## src/inc/ccat_pkg.sv

```systemverilog
// constants and carrier types for the clock source and agc timing register bank
package ccat_pkg;

    // register port geometry
    localparam int CCAT_AW = 7;
    localparam int CCAT_DW = 8;
    localparam int CCAT_MS_W = 16;

    // register addresses on the control bus
    localparam logic [6:0] CCAT_ADDR_CLK = 7'h65;
    localparam logic [6:0] CCAT_ADDR_GEN = 7'h66;
    localparam logic [6:0] CCAT_ADDR_LATK = 7'h67;
    localparam logic [6:0] CCAT_ADDR_LDEC = 7'h68;
    localparam logic [6:0] CCAT_ADDR_RATK = 7'h69;

    // reset values
    localparam logic [7:0] CCAT_RST_CLK = 8'h00;
    localparam logic [7:0] CCAT_RST_GEN = 8'h02;
    localparam logic [7:0] CCAT_RST_AGC = 8'h00;
    localparam logic [7:0] CCAT_RD_UNMAPPED = 8'h00;

    // field positions
    localparam int CCAT_CORE_SEL_BIT = 0;
    localparam int CCAT_DIV_SRC_LSB = 6;
    localparam int CCAT_PLL_SRC_LSB = 4;
    localparam int CCAT_GEN_LOW_LSB = 0;
    localparam int CCAT_GEN_LOW_W = 4;

    // source codes for the divider and pll input selectors
    localparam logic [1:0] CCAT_SRC_MCLK = 2'h0;
    localparam logic [1:0] CCAT_SRC_GPIN2 = 2'h1;
    localparam logic [1:0] CCAT_SRC_BCLK = 2'h2;
    localparam logic [1:0] CCAT_SRC_RSVD = 2'h3;

    // baseline times in ms, indexed by the two-bit baseline code
    localparam logic [15:0] CCAT_ATK_BASE_MS [4] = '{16'h0007, 16'h0008, 16'h000A, 16'h000B};
    localparam logic [15:0] CCAT_DEC_BASE_MS [4] = '{16'h0032, 16'h0096, 16'h00FA, 16'h015E};

    // codec rate ratio, coded as twice the ratio
    localparam logic [3:0] CCAT_NR_1P0 = 4'h2;
    localparam logic [3:0] CCAT_NR_1P5 = 4'h3;
    localparam logic [3:0] CCAT_NR_2P0 = 4'h4;
    localparam logic [3:0] CCAT_NR_2P5 = 4'h5;
    localparam logic [3:0] CCAT_NR_3P0 = 4'h6;
    localparam logic [3:0] CCAT_NR_3P5 = 4'h7;
    localparam logic [3:0] CCAT_NR_4P0 = 4'h8;
    localparam logic [3:0] CCAT_NR_4P5 = 4'h9;
    localparam logic [3:0] CCAT_NR_5P0 = 4'hA;
    localparam logic [3:0] CCAT_NR_5P5 = 4'hB;
    localparam logic [3:0] CCAT_NR_6P0 = 4'hC;

    // longest decay per ratio step, in ms
    localparam logic [15:0] CCAT_CAP_4S0 = 16'h0FA0;
    localparam logic [15:0] CCAT_CAP_5S6 = 16'h15E0;
    localparam logic [15:0] CCAT_CAP_8S0 = 16'h1F40;
    localparam logic [15:0] CCAT_CAP_9S6 = 16'h2580;
    localparam logic [15:0] CCAT_CAP_11S2 = 16'h2BC0;
    localparam logic [15:0] CCAT_CAP_16S0 = 16'h3E80;
    localparam logic [15:0] CCAT_CAP_19S2 = 16'h4B00;
    localparam logic [15:0] CCAT_CAP_22S4 = 16'h5780;

    // one agc timing register, laid out bit for bit
    typedef struct packed {
        logic sel;
        logic [1:0] base;
        logic [2:0] mult;
        logic [1:0] rsvd;
    } ccat_agc_t;

    // one register access from the control bus slave
    typedef struct packed {
        logic wr;
        logic rd;
        logic [6:0] addr;
        logic [7:0] data;
    } ccat_req_t;

endpackage : ccat_pkg

```

## src/logic/ccat_regs.sv

```systemverilog
// clock source select and agc timing register bank with derived time constants
`timescale 1ns/1ps
`default_nettype none
module ccat_regs (
    input wire logic clock,
    input wire logic rst_b,
    input var ccat_pkg::ccat_req_t reg_req,
    output logic [7:0] reg_rdata,
    output logic reg_rvalid,
    input wire logic mclk_pin,
    input wire logic general_pin_two,
    input wire logic bclk_pin,
    input wire logic pll_divided_output,
    input wire logic divider_path_output,
    output logic codec_core_clock_in,
    output logic divider_path_input,
    output logic pll_reference_input,
    input wire logic [3:0] codec_rate_ratio,
    input wire logic [15:0] legacy_left_attack_ms,
    input wire logic [15:0] legacy_left_decay_ms,
    input wire logic [15:0] legacy_right_attack_ms,
    output logic [15:0] left_attack_ms,
    output logic [15:0] left_decay_ms,
    output logic [15:0] right_attack_ms
);

    // stored register state
    logic core_sel_reg;
    logic core_sel_next;
    logic [7:0] gen_reg;
    logic [7:0] gen_next;
    ccat_pkg::ccat_agc_t latk_reg;
    ccat_pkg::ccat_agc_t latk_next;
    ccat_pkg::ccat_agc_t ldec_reg;
    ccat_pkg::ccat_agc_t ldec_next;
    ccat_pkg::ccat_agc_t ratk_reg;
    ccat_pkg::ccat_agc_t ratk_next;

    // read port state
    logic [7:0] rdata_reg;
    logic [7:0] rdata_next;
    logic rvalid_reg;
    logic rvalid_next;

    // derived time constants
    logic [15:0] latk_calc;
    logic [15:0] ldec_calc;
    logic [15:0] ratk_calc;
    logic [15:0] latk_ms_reg;
    logic [15:0] latk_ms_next;
    logic [15:0] ldec_ms_reg;
    logic [15:0] ldec_ms_next;
    logic [15:0] ratk_ms_reg;
    logic [15:0] ratk_ms_next;

    logic [1:0] div_src;
    logic [1:0] pll_src;

    // route one of the three clock pins; the reserved code parks the output low
    function automatic logic pick_src(
        input logic [1:0] code,
        input logic m,
        input logic g,
        input logic b
    );
        logic r;
        r = 1'b0;
        case (code)
            ccat_pkg::CCAT_SRC_MCLK: r = m;
            ccat_pkg::CCAT_SRC_GPIN2: r = g;
            ccat_pkg::CCAT_SRC_BCLK: r = b;
            default: r = 1'b0;
        endcase
        return r;
    endfunction : pick_src

    // register write decode; only bit 0 of the clock register stores
    always_comb
    begin
        core_sel_next = core_sel_reg;
        gen_next = gen_reg;
        latk_next = latk_reg;
        ldec_next = ldec_reg;
        ratk_next = ratk_reg;
        if (!rst_b)
        begin
            core_sel_next = ccat_pkg::CCAT_RST_CLK[ccat_pkg::CCAT_CORE_SEL_BIT];
            gen_next = ccat_pkg::CCAT_RST_GEN;
            latk_next = ccat_pkg::CCAT_RST_AGC;
            ldec_next = ccat_pkg::CCAT_RST_AGC;
            ratk_next = ccat_pkg::CCAT_RST_AGC;
        end
        else if (reg_req.wr)
        begin
            case (reg_req.addr)
                ccat_pkg::CCAT_ADDR_CLK: core_sel_next = reg_req.data[ccat_pkg::CCAT_CORE_SEL_BIT];
                ccat_pkg::CCAT_ADDR_GEN: gen_next = reg_req.data;
                ccat_pkg::CCAT_ADDR_LATK: latk_next = reg_req.data;
                ccat_pkg::CCAT_ADDR_LDEC: ldec_next = reg_req.data;
                ccat_pkg::CCAT_ADDR_RATK: ratk_next = reg_req.data;
                default: core_sel_next = core_sel_reg;
            endcase
        end
    end

    always_ff @(posedge clock)
    begin
        core_sel_reg <= core_sel_next;
        gen_reg <= gen_next;
        latk_reg <= latk_next;
        ldec_reg <= ldec_next;
        ratk_reg <= ratk_next;
    end

    // read path: data lands one cycle after the request with a valid pulse
    always_comb
    begin
        rdata_next = rdata_reg;
        rvalid_next = 1'b0;
        if (!rst_b)
        begin
            rdata_next = ccat_pkg::CCAT_RD_UNMAPPED;
        end
        else if (reg_req.rd)
        begin
            rvalid_next = 1'b1;
            case (reg_req.addr)
                ccat_pkg::CCAT_ADDR_CLK: rdata_next = {7'h00, core_sel_reg};
                ccat_pkg::CCAT_ADDR_GEN: rdata_next = gen_reg;
                ccat_pkg::CCAT_ADDR_LATK: rdata_next = latk_reg;
                ccat_pkg::CCAT_ADDR_LDEC: rdata_next = ldec_reg;
                ccat_pkg::CCAT_ADDR_RATK: rdata_next = ratk_reg;
                default: rdata_next = ccat_pkg::CCAT_RD_UNMAPPED;
            endcase
        end
    end

    always_ff @(posedge clock)
    begin
        rdata_reg <= rdata_next;
        rvalid_reg <= rvalid_next;
    end

    assign reg_rdata = rdata_reg;
    assign reg_rvalid = rvalid_reg;

    // clock routing is combinational so no edge is lost or delayed
    always_comb
    begin
        div_src = gen_reg[ccat_pkg::CCAT_DIV_SRC_LSB +: 2];
        pll_src = gen_reg[ccat_pkg::CCAT_PLL_SRC_LSB +: 2];
        divider_path_input = pick_src(div_src, mclk_pin, general_pin_two, bclk_pin);
        pll_reference_input = pick_src(pll_src, mclk_pin, general_pin_two, bclk_pin);
        codec_core_clock_in = core_sel_reg ? divider_path_output : pll_divided_output;
    end

    // one calculator per timing register; right decay lives elsewhere
    ccat_time_calc #(
        .IS_DECAY(1'b0)
    ) u_latk (
        .cfg(latk_reg),
        .legacy_ms(legacy_left_attack_ms),
        .rate_ratio(codec_rate_ratio),
        .time_ms(latk_calc)
    );

    ccat_time_calc #(
        .IS_DECAY(1'b1)
    ) u_ldec (
        .cfg(ldec_reg),
        .legacy_ms(legacy_left_decay_ms),
        .rate_ratio(codec_rate_ratio),
        .time_ms(ldec_calc)
    );

    ccat_time_calc #(
        .IS_DECAY(1'b0)
    ) u_ratk (
        .cfg(ratk_reg),
        .legacy_ms(legacy_right_attack_ms),
        .rate_ratio(codec_rate_ratio),
        .time_ms(ratk_calc)
    );

    // time constants are registered so the gain engine sees clean values
    always_comb
    begin
        latk_ms_next = latk_calc;
        ldec_ms_next = ldec_calc;
        ratk_ms_next = ratk_calc;
        if (!rst_b)
        begin
            latk_ms_next = 16'h0000;
            ldec_ms_next = 16'h0000;
            ratk_ms_next = 16'h0000;
        end
    end

    always_ff @(posedge clock)
    begin
        latk_ms_reg <= latk_ms_next;
        ldec_ms_reg <= ldec_ms_next;
        ratk_ms_reg <= ratk_ms_next;
    end

    assign left_attack_ms = latk_ms_reg;
    assign left_decay_ms = ldec_ms_reg;
    assign right_attack_ms = ratk_ms_reg;

    // a write to bit 0 steers the core clock from the next cycle
    AST_CORE_SEL_WRITE: assert property (@(posedge clock) disable iff (!rst_b)
        reg_req.wr && reg_req.addr == ccat_pkg::CCAT_ADDR_CLK
        |=> codec_core_clock_in == ($past(reg_req.data[0]) ? divider_path_output : pll_divided_output))
        else $error("core clock does not follow written select");

    // upper clock register bits always read back zero
    AST_CLK_UPPER_ZERO: assert property (@(posedge clock) disable iff (!rst_b)
        reg_req.rd && reg_req.addr == ccat_pkg::CCAT_ADDR_CLK |=> reg_rvalid && reg_rdata[7:1] == 7'h00)
        else $error("clock register upper bits not zero");

    // divider input follows bit clock pin for code 10
    AST_DIV_SRC: assert property (@(posedge clock) disable iff (!rst_b)
        gen_reg[7:6] == 2'h2 |-> divider_path_input == bclk_pin)
        else $error("divider input source wrong");

    // pll reference follows general pin two for code 01
    AST_PLL_SRC: assert property (@(posedge clock) disable iff (!rst_b)
        gen_reg[5:4] == 2'h1 |-> pll_reference_input == general_pin_two)
        else $error("pll reference source wrong");

    // after reset the generation register reads 0x02
    AST_GEN_RESET: assert property (@(posedge clock) disable iff (!rst_b)
        !$past(rst_b) |-> gen_reg == 8'h02 && latk_reg == 8'h00)
        else $error("generation register reset value wrong");

    // legacy source passes through untouched while select is clear
    AST_LATK_LEGACY: assert property (@(posedge clock) disable iff (!rst_b)
        !latk_reg.sel ##1 !latk_reg.sel |-> left_attack_ms == $past(legacy_left_attack_ms))
        else $error("left attack not taken from legacy source");

    // longest left attack is 11 ms x 128
    AST_LATK_MAX: assert property (@(posedge clock) disable iff (!rst_b)
        latk_reg == 8'hFC |=> left_attack_ms == 16'h0580)
        else $error("left attack scaling wrong");

    // 50 ms x 2 is well under any cap
    AST_LDEC_MULT: assert property (@(posedge clock) disable iff (!rst_b)
        ldec_reg == 8'h84 |=> left_decay_ms == 16'h0064)
        else $error("left decay scaling wrong");

    // 350 ms x 128 is cut to 4 s at ratio 1
    AST_LDEC_CAP: assert property (@(posedge clock) disable iff (!rst_b)
        ldec_reg == 8'hFC && codec_rate_ratio == 4'h2 |=> left_decay_ms == 16'h0FA0)
        else $error("left decay cap wrong");

    // right attack: 10 ms baseline, legacy when select clear
    AST_RATK: assert property (@(posedge clock) disable iff (!rst_b)
        ratk_reg == 8'hC0 |=> right_attack_ms == 16'h000A)
        else $error("right attack time wrong");

    // divider input sits on the master clock pin for code 00, the reset choice
    AST_DIV_MCLK: assert property (@(posedge clock) disable iff (!rst_b)
        gen_reg[7:6] == ccat_pkg::CCAT_SRC_MCLK |-> divider_path_input == mclk_pin)
        else $error("divider input not on master clock pin");

    // reserved divider code parks the routed clock low rather than guessing a pin
    AST_DIV_RSVD: assert property (@(posedge clock) disable iff (!rst_b)
        gen_reg[7:6] == ccat_pkg::CCAT_SRC_RSVD |-> !divider_path_input)
        else $error("reserved divider code does not park low");

    // reserved pll reference code parks the routed clock low
    AST_PLL_RSVD: assert property (@(posedge clock) disable iff (!rst_b)
        gen_reg[5:4] == ccat_pkg::CCAT_SRC_RSVD |-> !pll_reference_input)
        else $error("reserved pll code does not park low");

    // right attack passes the legacy time through while select is clear
    AST_RATK_LEGACY: assert property (@(posedge clock) disable iff (!rst_b)
        !ratk_reg.sel ##1 !ratk_reg.sel |-> right_attack_ms == $past(legacy_right_attack_ms))
        else $error("right attack not taken from legacy source");

    // legacy decay passes uncapped while select is clear
    AST_LDEC_LEGACY: assert property (@(posedge clock) disable iff (!rst_b)
        !ldec_reg.sel ##1 !ldec_reg.sel |-> left_decay_ms == $past(legacy_left_decay_ms))
        else $error("left decay not taken from legacy source");

    // core clock select only moves on a write to its own address
    AST_CORE_SEL_HOLD: assert property (@(posedge clock) disable iff (!rst_b)
        !(reg_req.wr && reg_req.addr == ccat_pkg::CCAT_ADDR_CLK) |=> $stable(core_sel_reg))
        else $error("core clock select changed without a write");

endmodule : ccat_regs
`default_nettype wire

```

## src/logic/ccat_time_calc.sv

```systemverilog
// effective agc time constant from one timing register
`timescale 1ns/1ps
`default_nettype none
module ccat_time_calc #(
    parameter bit IS_DECAY = 1'b0
) (
    input var ccat_pkg::ccat_agc_t cfg,
    input wire logic [15:0] legacy_ms,
    input wire logic [3:0] rate_ratio,
    output logic [15:0] time_ms
);

    logic [15:0] base_ms;
    logic [15:0] scaled_ms;
    logic [15:0] cap_ms;

    // baseline scaled by two to the multiplier code; widest is 350 ms x 128
    always_comb
    begin
        base_ms = IS_DECAY ? ccat_pkg::CCAT_DEC_BASE_MS[cfg.base] : ccat_pkg::CCAT_ATK_BASE_MS[cfg.base];
        scaled_ms = 16'(base_ms << cfg.mult);
    end

    // decay ceiling per rate ratio; unlisted ratios fall back to the widest cap
    always_comb
    begin
        case (rate_ratio)
            ccat_pkg::CCAT_NR_1P0: cap_ms = ccat_pkg::CCAT_CAP_4S0;
            ccat_pkg::CCAT_NR_1P5: cap_ms = ccat_pkg::CCAT_CAP_5S6;
            ccat_pkg::CCAT_NR_2P0: cap_ms = ccat_pkg::CCAT_CAP_8S0;
            ccat_pkg::CCAT_NR_2P5: cap_ms = ccat_pkg::CCAT_CAP_9S6;
            ccat_pkg::CCAT_NR_3P0,
            ccat_pkg::CCAT_NR_3P5: cap_ms = ccat_pkg::CCAT_CAP_11S2;
            ccat_pkg::CCAT_NR_4P0,
            ccat_pkg::CCAT_NR_4P5: cap_ms = ccat_pkg::CCAT_CAP_16S0;
            ccat_pkg::CCAT_NR_5P0: cap_ms = ccat_pkg::CCAT_CAP_19S2;
            default: cap_ms = ccat_pkg::CCAT_CAP_22S4;
        endcase
    end

    // legacy source wins while select is clear; new fields are ignored then
    always_comb
    begin
        if (!cfg.sel)
        begin
            time_ms = legacy_ms;
        end
        else if (IS_DECAY && (scaled_ms > cap_ms))
        begin
            time_ms = cap_ms;
        end
        else
        begin
            time_ms = scaled_ms;
        end
    end

endmodule : ccat_time_calc
`default_nettype wire

```

## config.mk

```make
export PLATFORM = sky130hd
export DESIGN_NAME = ccat_regs
export DESIGN_NICKNAME = d
export VERILOG_FILES = /design/src/inc/ccat_pkg.sv /design/src/logic/ccat_regs.sv /design/src/logic/ccat_time_calc.sv
export SDC_FILE = /design/constraint.sdc
export NUM_CORES = 1
export LEC_CHECK = 0
export BUFFER_PORTS_ARGS = -buffer_cell sky130_fd_sc_hd__buf_2
export CORE_AREA = 2 2 144 146
export CTS_BUF_LIST = sky130_fd_sc_hd__clkbuf_16
export DETAILED_ROUTE_END_ITERATION = 10
export DIE_AREA = 0 0 146 148
export PLACE_DENSITY_LB_ADDON = 0.3
export SYNTH_ARGS = -nofsm -noshare
export SYNTH_HDL_FRONTEND = slang
export SYNTH_SLANG_ARGS = --single-unit
```

## constraint.sdc

```tcl
create_clock -name clock -period 4.2 [get_ports clock]
set_input_delay 0.84 -clock clock [delete_from_list [all_inputs] [get_ports clock]]
set_output_delay 0.84 -clock clock [all_outputs]
set_load 0.1 [all_outputs]
```

== After elaboration in Yosys (flattened, before gate mapping) ==
Memories as Yosys holds them, arrays and structs flattened.
Index checks and enable logic that the tools add are counted.

* Flip-flop bits (word level): 90
* Bits in read-only memories: 160
* Memories kept: 1

{| class="wikitable"
|+ Memories
! name !! depth !! bits a word !! read ports !! clocked after Yosys merged registers in !! wr ports !! RTL line !! source
|-
| (name not given) || 16 || 10 || 1 || 0 || 0 || ccat_time_calc.sv:27 || <nowiki>case (rate_ratio)</nowiki>
|}

* $lt $le $gt $ge: 4
* Eq/ne operators: 9
* Shift-type cells: 3
* Muxes and demuxes: 18
* Bitwise gates (word level): 3
* Reductions and logical operators: 7

{| class="wikitable"
|+ Operators with widths
! operator !! count
|-
| 2-to-1 mux 16 bit || 10
|-
| binary-select mux 16 bit (select 2 bit) || 3
|-
| left shift 16 x 3 -> 16 bit || 3
|-
| case mux 8 bit (5 select lines) || 1
|-
| == test 7 bit (second input constant) || 5
|-
| greater-than comparator 16 bit || 1
|-
| AND reduction 2 bit || 5
|-
| greater-or-equal comparator 3 bit (second input constant) || 3
|-
| inverter 2 -> 3 bit || 3
|-
| case mux 1 bit (3 select lines) || 2
|-
| == test 2 x 1 -> 1 bit (second input constant) || 2
|-
| == test 2 bit (second input constant) || 2
|-
| zero test 2 bit || 2
|-
| 2-to-1 mux 1 bit || 2
|}

== Depth between registers and ports, before layout ==
* Depth after elaboration: 8
* Depth in mapped cells: 12

== Hierarchy ==
A second synthesis with hierarchy kept.

* Cells, all modules: 574
* Area total of the unflattened synthesis: 5157.4 µm²

{| class="wikitable"
|+ Modules (own cells, without submodules)
! module !! instances !! cells an instance !! area each (µm²) !! sequential area each (µm²)
|-
| ccat_regs || 1 || 284 || 3216.8 || 1801.7
|-
| ccat_time_calc at u_ldec || 1 || 166 || 1144.8 || 0.0
|-
| ccat_time_calc at u_latk || 1 || 60 || 401.6 || 0.0
|-
| ccat_time_calc at u_ratk || 1 || 64 || 394.1 || 0.0
|}

== Least setup slack after synthesis ==
OpenSTA, ideal clock, no wires.

* Kind: input-to-output
* From: in bclk_pin
* To: out divider_path_input
* Arrival: 2.997 ns
* Required time: 3.360 ns
* Setup slack: 0.363 ns
* Cell stages on the path: 2
* Cell sequence: mux2i_1 > o21ai_0

* Cells in the longest elaborated chain, start to end: 1

{| class="wikitable"
|+ RTL lines
! element !! RTL line !! source
|-
| start: declaration || ccat_regs.sv:12 || <nowiki>input wire logic bclk_pin,</nowiki>
|-
| case mux 1 bit (3 select lines) || ccat_regs.sv:68 || <nowiki>case (code)</nowiki>
|-
| end: declaration || ccat_regs.sv:16 || <nowiki>output logic divider_path_input,</nowiki>
|}

Every way passes these cells.

== Worst setup path in the final report ==
* From: reg ldec_reg[6] in the netlist's numbering
* To: reg ldec_ms_reg[5] (netlist: left_decay_ms[5])

* Cells in the longest elaborated chain, start to end: 8

{| class="wikitable"
|+ RTL lines
! element !! RTL line !! source
|-
| start: declaration || ccat_regs.sv:34 || <nowiki>ccat_pkg::ccat_agc_t ldec_reg;</nowiki>
|-
| start signal: assignment || ccat_regs.sv:111 || <nowiki>ldec_reg <= ldec_next;</nowiki>
|-
| inverter 2 -> 3 bit (*) || - ||
|-
| binary-select mux 16 bit (select 2 bit) (*) || ccat_time_calc.sv:20 || <nowiki>base_ms = IS_DECAY ? ccat_pkg::CCAT_DEC_BASE_MS[cfg.base] : ccat_pkg::CCAT_ATK_BASE_MS[cfg.base];</nowiki>
|-
| 2-to-1 mux 16 bit (implied by the code) (*) (2 in series) || ccat_time_calc.sv:20 ||
|-
| left shift 16 x 3 -> 16 bit (*) || ccat_time_calc.sv:21 || <nowiki>scaled_ms = 16'(base_ms << cfg.mult);</nowiki>
|-
| greater-than comparator 16 bit || ccat_time_calc.sv:48 || <nowiki>else if (IS_DECAY && (scaled_ms > cap_ms))</nowiki>
|-
| 2-to-1 mux 16 bit (*) || ccat_time_calc.sv:48 ||
|-
| 2-to-1 mux 16 bit (*) || ccat_time_calc.sv:44 || <nowiki>if (!cfg.sel)</nowiki>
|-
| end signal: assignment || ccat_regs.sv:202 || <nowiki>ldec_ms_reg <= ldec_ms_next;</nowiki>
|-
| end: declaration || ccat_regs.sv:51 || <nowiki>logic [15:0] ldec_ms_reg;</nowiki>
|}

Mark *: on every way between the ends. The rest lies on a longest branch, timed or not. The select of a mux whose other input is x is not followed.
A chain may end at the register's enable or synchronous reset.

==> flow_results.org <==
** Global routing
- Summed over all layers, the global routing overflow is 0.
- Largest net degree at the start of global routing :: 50
- Antenna violations before repair :: 3
- Global-route wire length before repair :: 22300 um
- Across every metal layer, demand over resource in global routing totals 0.130.
- The via count of the first global-routing pass is 4149.

** STA
- Static timing analysis puts the maximum clock frequency at 0.313 GHz.
- Of the available clock period, the critical path in the final layout requires 0.760.
- In this run the tightest slew margin relative to its limit is 0.430.
- The final hold violation count came to 0.
- The routed design could run at a clock period as short as 3.19 ns.
- Final-report max-slew violation count :: 0
- For the pin with the worst max-slew slack, the measured transition is 0.853 ns.
- Setup repair after global routing missed its margin :: no
- Setup violation total in the final timing report :: 0
- Clock skew on the completed layout was measured at 0.00814 ns.
- Setup TNS :: 0 ns

** Power
- Fraction of power consumed by the clock network :: 0.383
- Internal power comes to 1.38 mW.
- Seq pwr share :: 0.433
- Combinational Power Share :: 0.184
- P_leak :: 2.50 nW
- Of the total power, the share spent switching nets is 0.326.
- PD cells :: 334 nW/um^2
- Net switching power figure :: 0.668 mW
- Worst VDD drop :: 0.134 mV

** Setup path
- STA classifies the critical path startpoint as a flip-flop.
- Count of cells along the worst register-to-register path :: 10
- The critical path contains buffers and inverters numbering 0 combined.
- The most critical setup path has its startpoint at ldec_reg[6].
- Slowest CP cell :: sky130_fd_sc_hd__dfxtp_1
- Along the worst path, the maximum fanout reaches 15.
- Minimum setup slack among reg-to-reg paths :: 1.01 ns
- Critical register-to-register path startpoint :: ldec_reg[6]
- The critical path ends at left_decay_ms[5].
- The worst register-to-register path ends at left_decay_ms[5].
- Cells along the critical path :: ha_1, mux2i_1, mux2i_1, and2_1, ha_1, a21oi_1, o221ai_2, a211oi_4, or2_1, o211ai_1
- Category of the worst setup path capture point :: flip-flop
- In this run the number of cells on the critical path is 10.
- The worst setup path is of the reg2reg kind.
- In this design, the largest share of critical-path delay is due to compound AO/OA/AOI/OAI gates.
- CP Data Required Time :: 4.41 ns
- CP max stage delay :: 0.60 ns
- Data on the critical path arrives at its endpoint at 3.40 ns.

** Synth
- In the synthesized netlist the async set-or-reset flop fraction comes to 0.
- Distinct cell type count after synthesis :: 64
- When the netlist entered floorplanning its net count stood at 649.
- Count of synthesis-stage warnings from yosys :: 0
- Number of flops mapped to enable cells by yosys :: 0
- Gate Count Post-Synth :: 556
- For this run, the register share of the synthesized area comes to 0.365.
- Top FF cell, synth :: sky130_fd_sc_hd__dfxtp_1
- Area of the mapped netlist :: 4940 um^2
- Synth Register Bits :: 90
- Post-synthesis area per instance :: 8.89 um^2

** Layout
- Leaving out fill and tap cells, the most frequent cells in the layout are sky130_fd_sc_hd__buf_2 (135), sky130_fd_sc_hd__dfxtp_1 (90), sky130_fd_sc_hd__nand2_1 (45).
- Layout cells sized above 1 :: 0.276
- Area added between synthesis and finish :: 23.9%
- Core utilization of the finished layout :: 0.305
- Most common cell after layout, fill and taps aside :: sky130_fd_sc_hd__buf_2
- In the final design database the tool counted 759 nets.

** Clock tree
- Gates resized during post-CTS repair numbered 0.
- CTS Buf Count :: 9
- For this design, the CTS-stage hold fixing added 0 buffers.
- The H-tree was split into 3 levels.
- Setup fix buffers added after clock tree synthesis :: 0
- Clock tree from TritonCTS :: done
- Clock sink count :: 90
- After clock tree synthesis, the clock-pin slew on the worst setup and hold paths is 0.07 ns.
- Maximum clock path buffer count :: 2
- Skew-Pair Late Insertion Delay :: 0.35 ns
- The tree is rooted in a sky130_fd_sc_hd__clkbuf_16.

** Route
- The first routing iteration left 321 violations.
- Via density per instance :: 4.68
- After detailed routing, the average wire length per cell comes to 14.8 um.
- The first detailed-routing pass ran for 4 iterations.
- In the routed design, unresolved DRC markers number 0.
- The detail route stage leaves a number of antenna-violating nets equal to 0.
- DRT Wirelength :: 13900 um
- The routed layout has 4411 vias.

** Floorplanning
- Initial Util :: 0.247
- Die Wd :: 146 um
- Area enclosed by the die boundary :: 21600 um^2
- Core area :: 20000 um^2
- Floorplan row count :: 52
- The die is 148 um tall.
- I/O pin cnt :: 136

** Worst hold path
- In this run the worst hold path is classified as reg2reg.
- Counting instances, the worst hold path has a depth of 2.

** Placement
- Routability congestion estimate from global placement :: 0.794
- IO buf count :: 135
- Estimated wirelength of the detail-placed design :: 10500 um

** Status
- Outcome :: complete, no violations

** Flow run
- The tool flagged a number of max-cap violations equal to 0.
==> through the flow <==
| step | area, um^2 | worst slack (ns) | hold slack, ns | total power, mW | cells |
|---|---|---|---|---|---|
| 2_1_floorplan | 4940 | 0.363 | 0.435 | 1.19 | 556 |
| 3_3_place_gp | 5830 | 0.921 | 0.447 | 1.28 | 925 |
| 3_5_place_dp | 5830 | 0.889 | 0.456 | 1.28 | 925 |
| 4_1_cts | 6110 | 1.01 | 0.465 | 2.08 | 941 |
| 5_1_grt | 6120 | 0.739 | 0.481 | 2.14 | 943 |
| 6_report | 6120 | 1.01 | 0.460 | 2.05 | 943 |
==> worst reg2reg max path, delay by kind of cell (launching register included) <==
kind	cells	cell delay, ns
AOI/OAI and AO/OA	4	0.89
adders and majority gates	2	0.67
DFF	1	0.60
muxes	2	0.34
and+or+nand+nor	2	0.57
==> cell type report <==
class / instances / area [um^2]
diodes: 2 / 5.00
clock buffers: 9 / 225
multi-input cells: 401 / 2870
fillers: 2202 / 13900
repair buffers: 144 / 743
flip-flops and latches: 90 / 1800
well taps: 270 / 338
inverters: 20 / 75.1
clock inverters: 7 / 63.8
==> logic make-up after synthesis <==
logic type	synth area share
buffers and inverters	0.0549
AO/OA/AOI/OAI	0.231
XOR/XNOR	0.00355
AND/OR/NAND/NOR	0.229
multiplexers	0.0717
flip-flops	0.365
adder cells (fa/ha/maj)	0.0451
==> synth_stat cells (8+ instances only) <==
cell type                  instances  share of area
sky130_fd_sc_hd__clkbuf_1         31          0.024
sky130_fd_sc_hd__inv_1            18          0.014
sky130_fd_sc_hd__nand2_1          45          0.034
sky130_fd_sc_hd__a221oi_1         17          0.030
sky130_fd_sc_hd__mux2i_1          32          0.065
sky130_fd_sc_hd__and2_1           23          0.029
sky130_fd_sc_hd__nor2_1           21          0.016
sky130_fd_sc_hd__nor2b_1          38          0.048
sky130_fd_sc_hd__a21boi_0         17          0.026
sky130_fd_sc_hd__ha_1             17          0.043
sky130_fd_sc_hd__dfxtp_1          90           0.36
sky130_fd_sc_hd__o21ai_0          16          0.016
sky130_fd_sc_hd__nand2b_1          9          0.011
sky130_fd_sc_hd__o211ai_1         17          0.026
sky130_fd_sc_hd__nand3_1          25          0.025
sky130_fd_sc_hd__buf_2            10          0.010
sky130_fd_sc_hd__a21boi_1          8          0.012
sky130_fd_sc_hd__a21oi_1          16          0.016
==> power by group through the flow <==
stage               clock network (mW)  registers [mW]  logic [mW]
floorplan                            0            1.09      0.0982
global placement                     0           0.907       0.376
detailed placement                   0           0.907       0.378
CTS                              0.814           0.887       0.378
global route                     0.854           0.889       0.397
finish                           0.784           0.886       0.376
==> worst min path at each step <==
stage	from	to
floorplan	ldec_reg[1]	ldec_reg[1]
global placement	ldec_reg[1]	ldec_reg[1]
detailed placement	ldec_reg[1]	ldec_reg[1]
CTS	ldec_reg[1]	ldec_reg[1]
global route	gen_reg[2]	gen_reg[2]
finish	ldec_reg[1]	ldec_reg[1]
==> routing by layer <==
layer | part of all wire | global-route usage | routed length, um | vias to the layer above
met5 | 0.00093 | 0 | 13 | -
met4 | 0.021 | 0.0500 | 292 | 2
met3 | 0.050 | 0.0281 | 694 | 21
met2 | 0.43 | 0.192 | 5970 | 96
met1 | 0.50 | 0.184 | 6940 | 2065
li1 | - | - | - | 2227
Power figures use the tool's default switching activity.
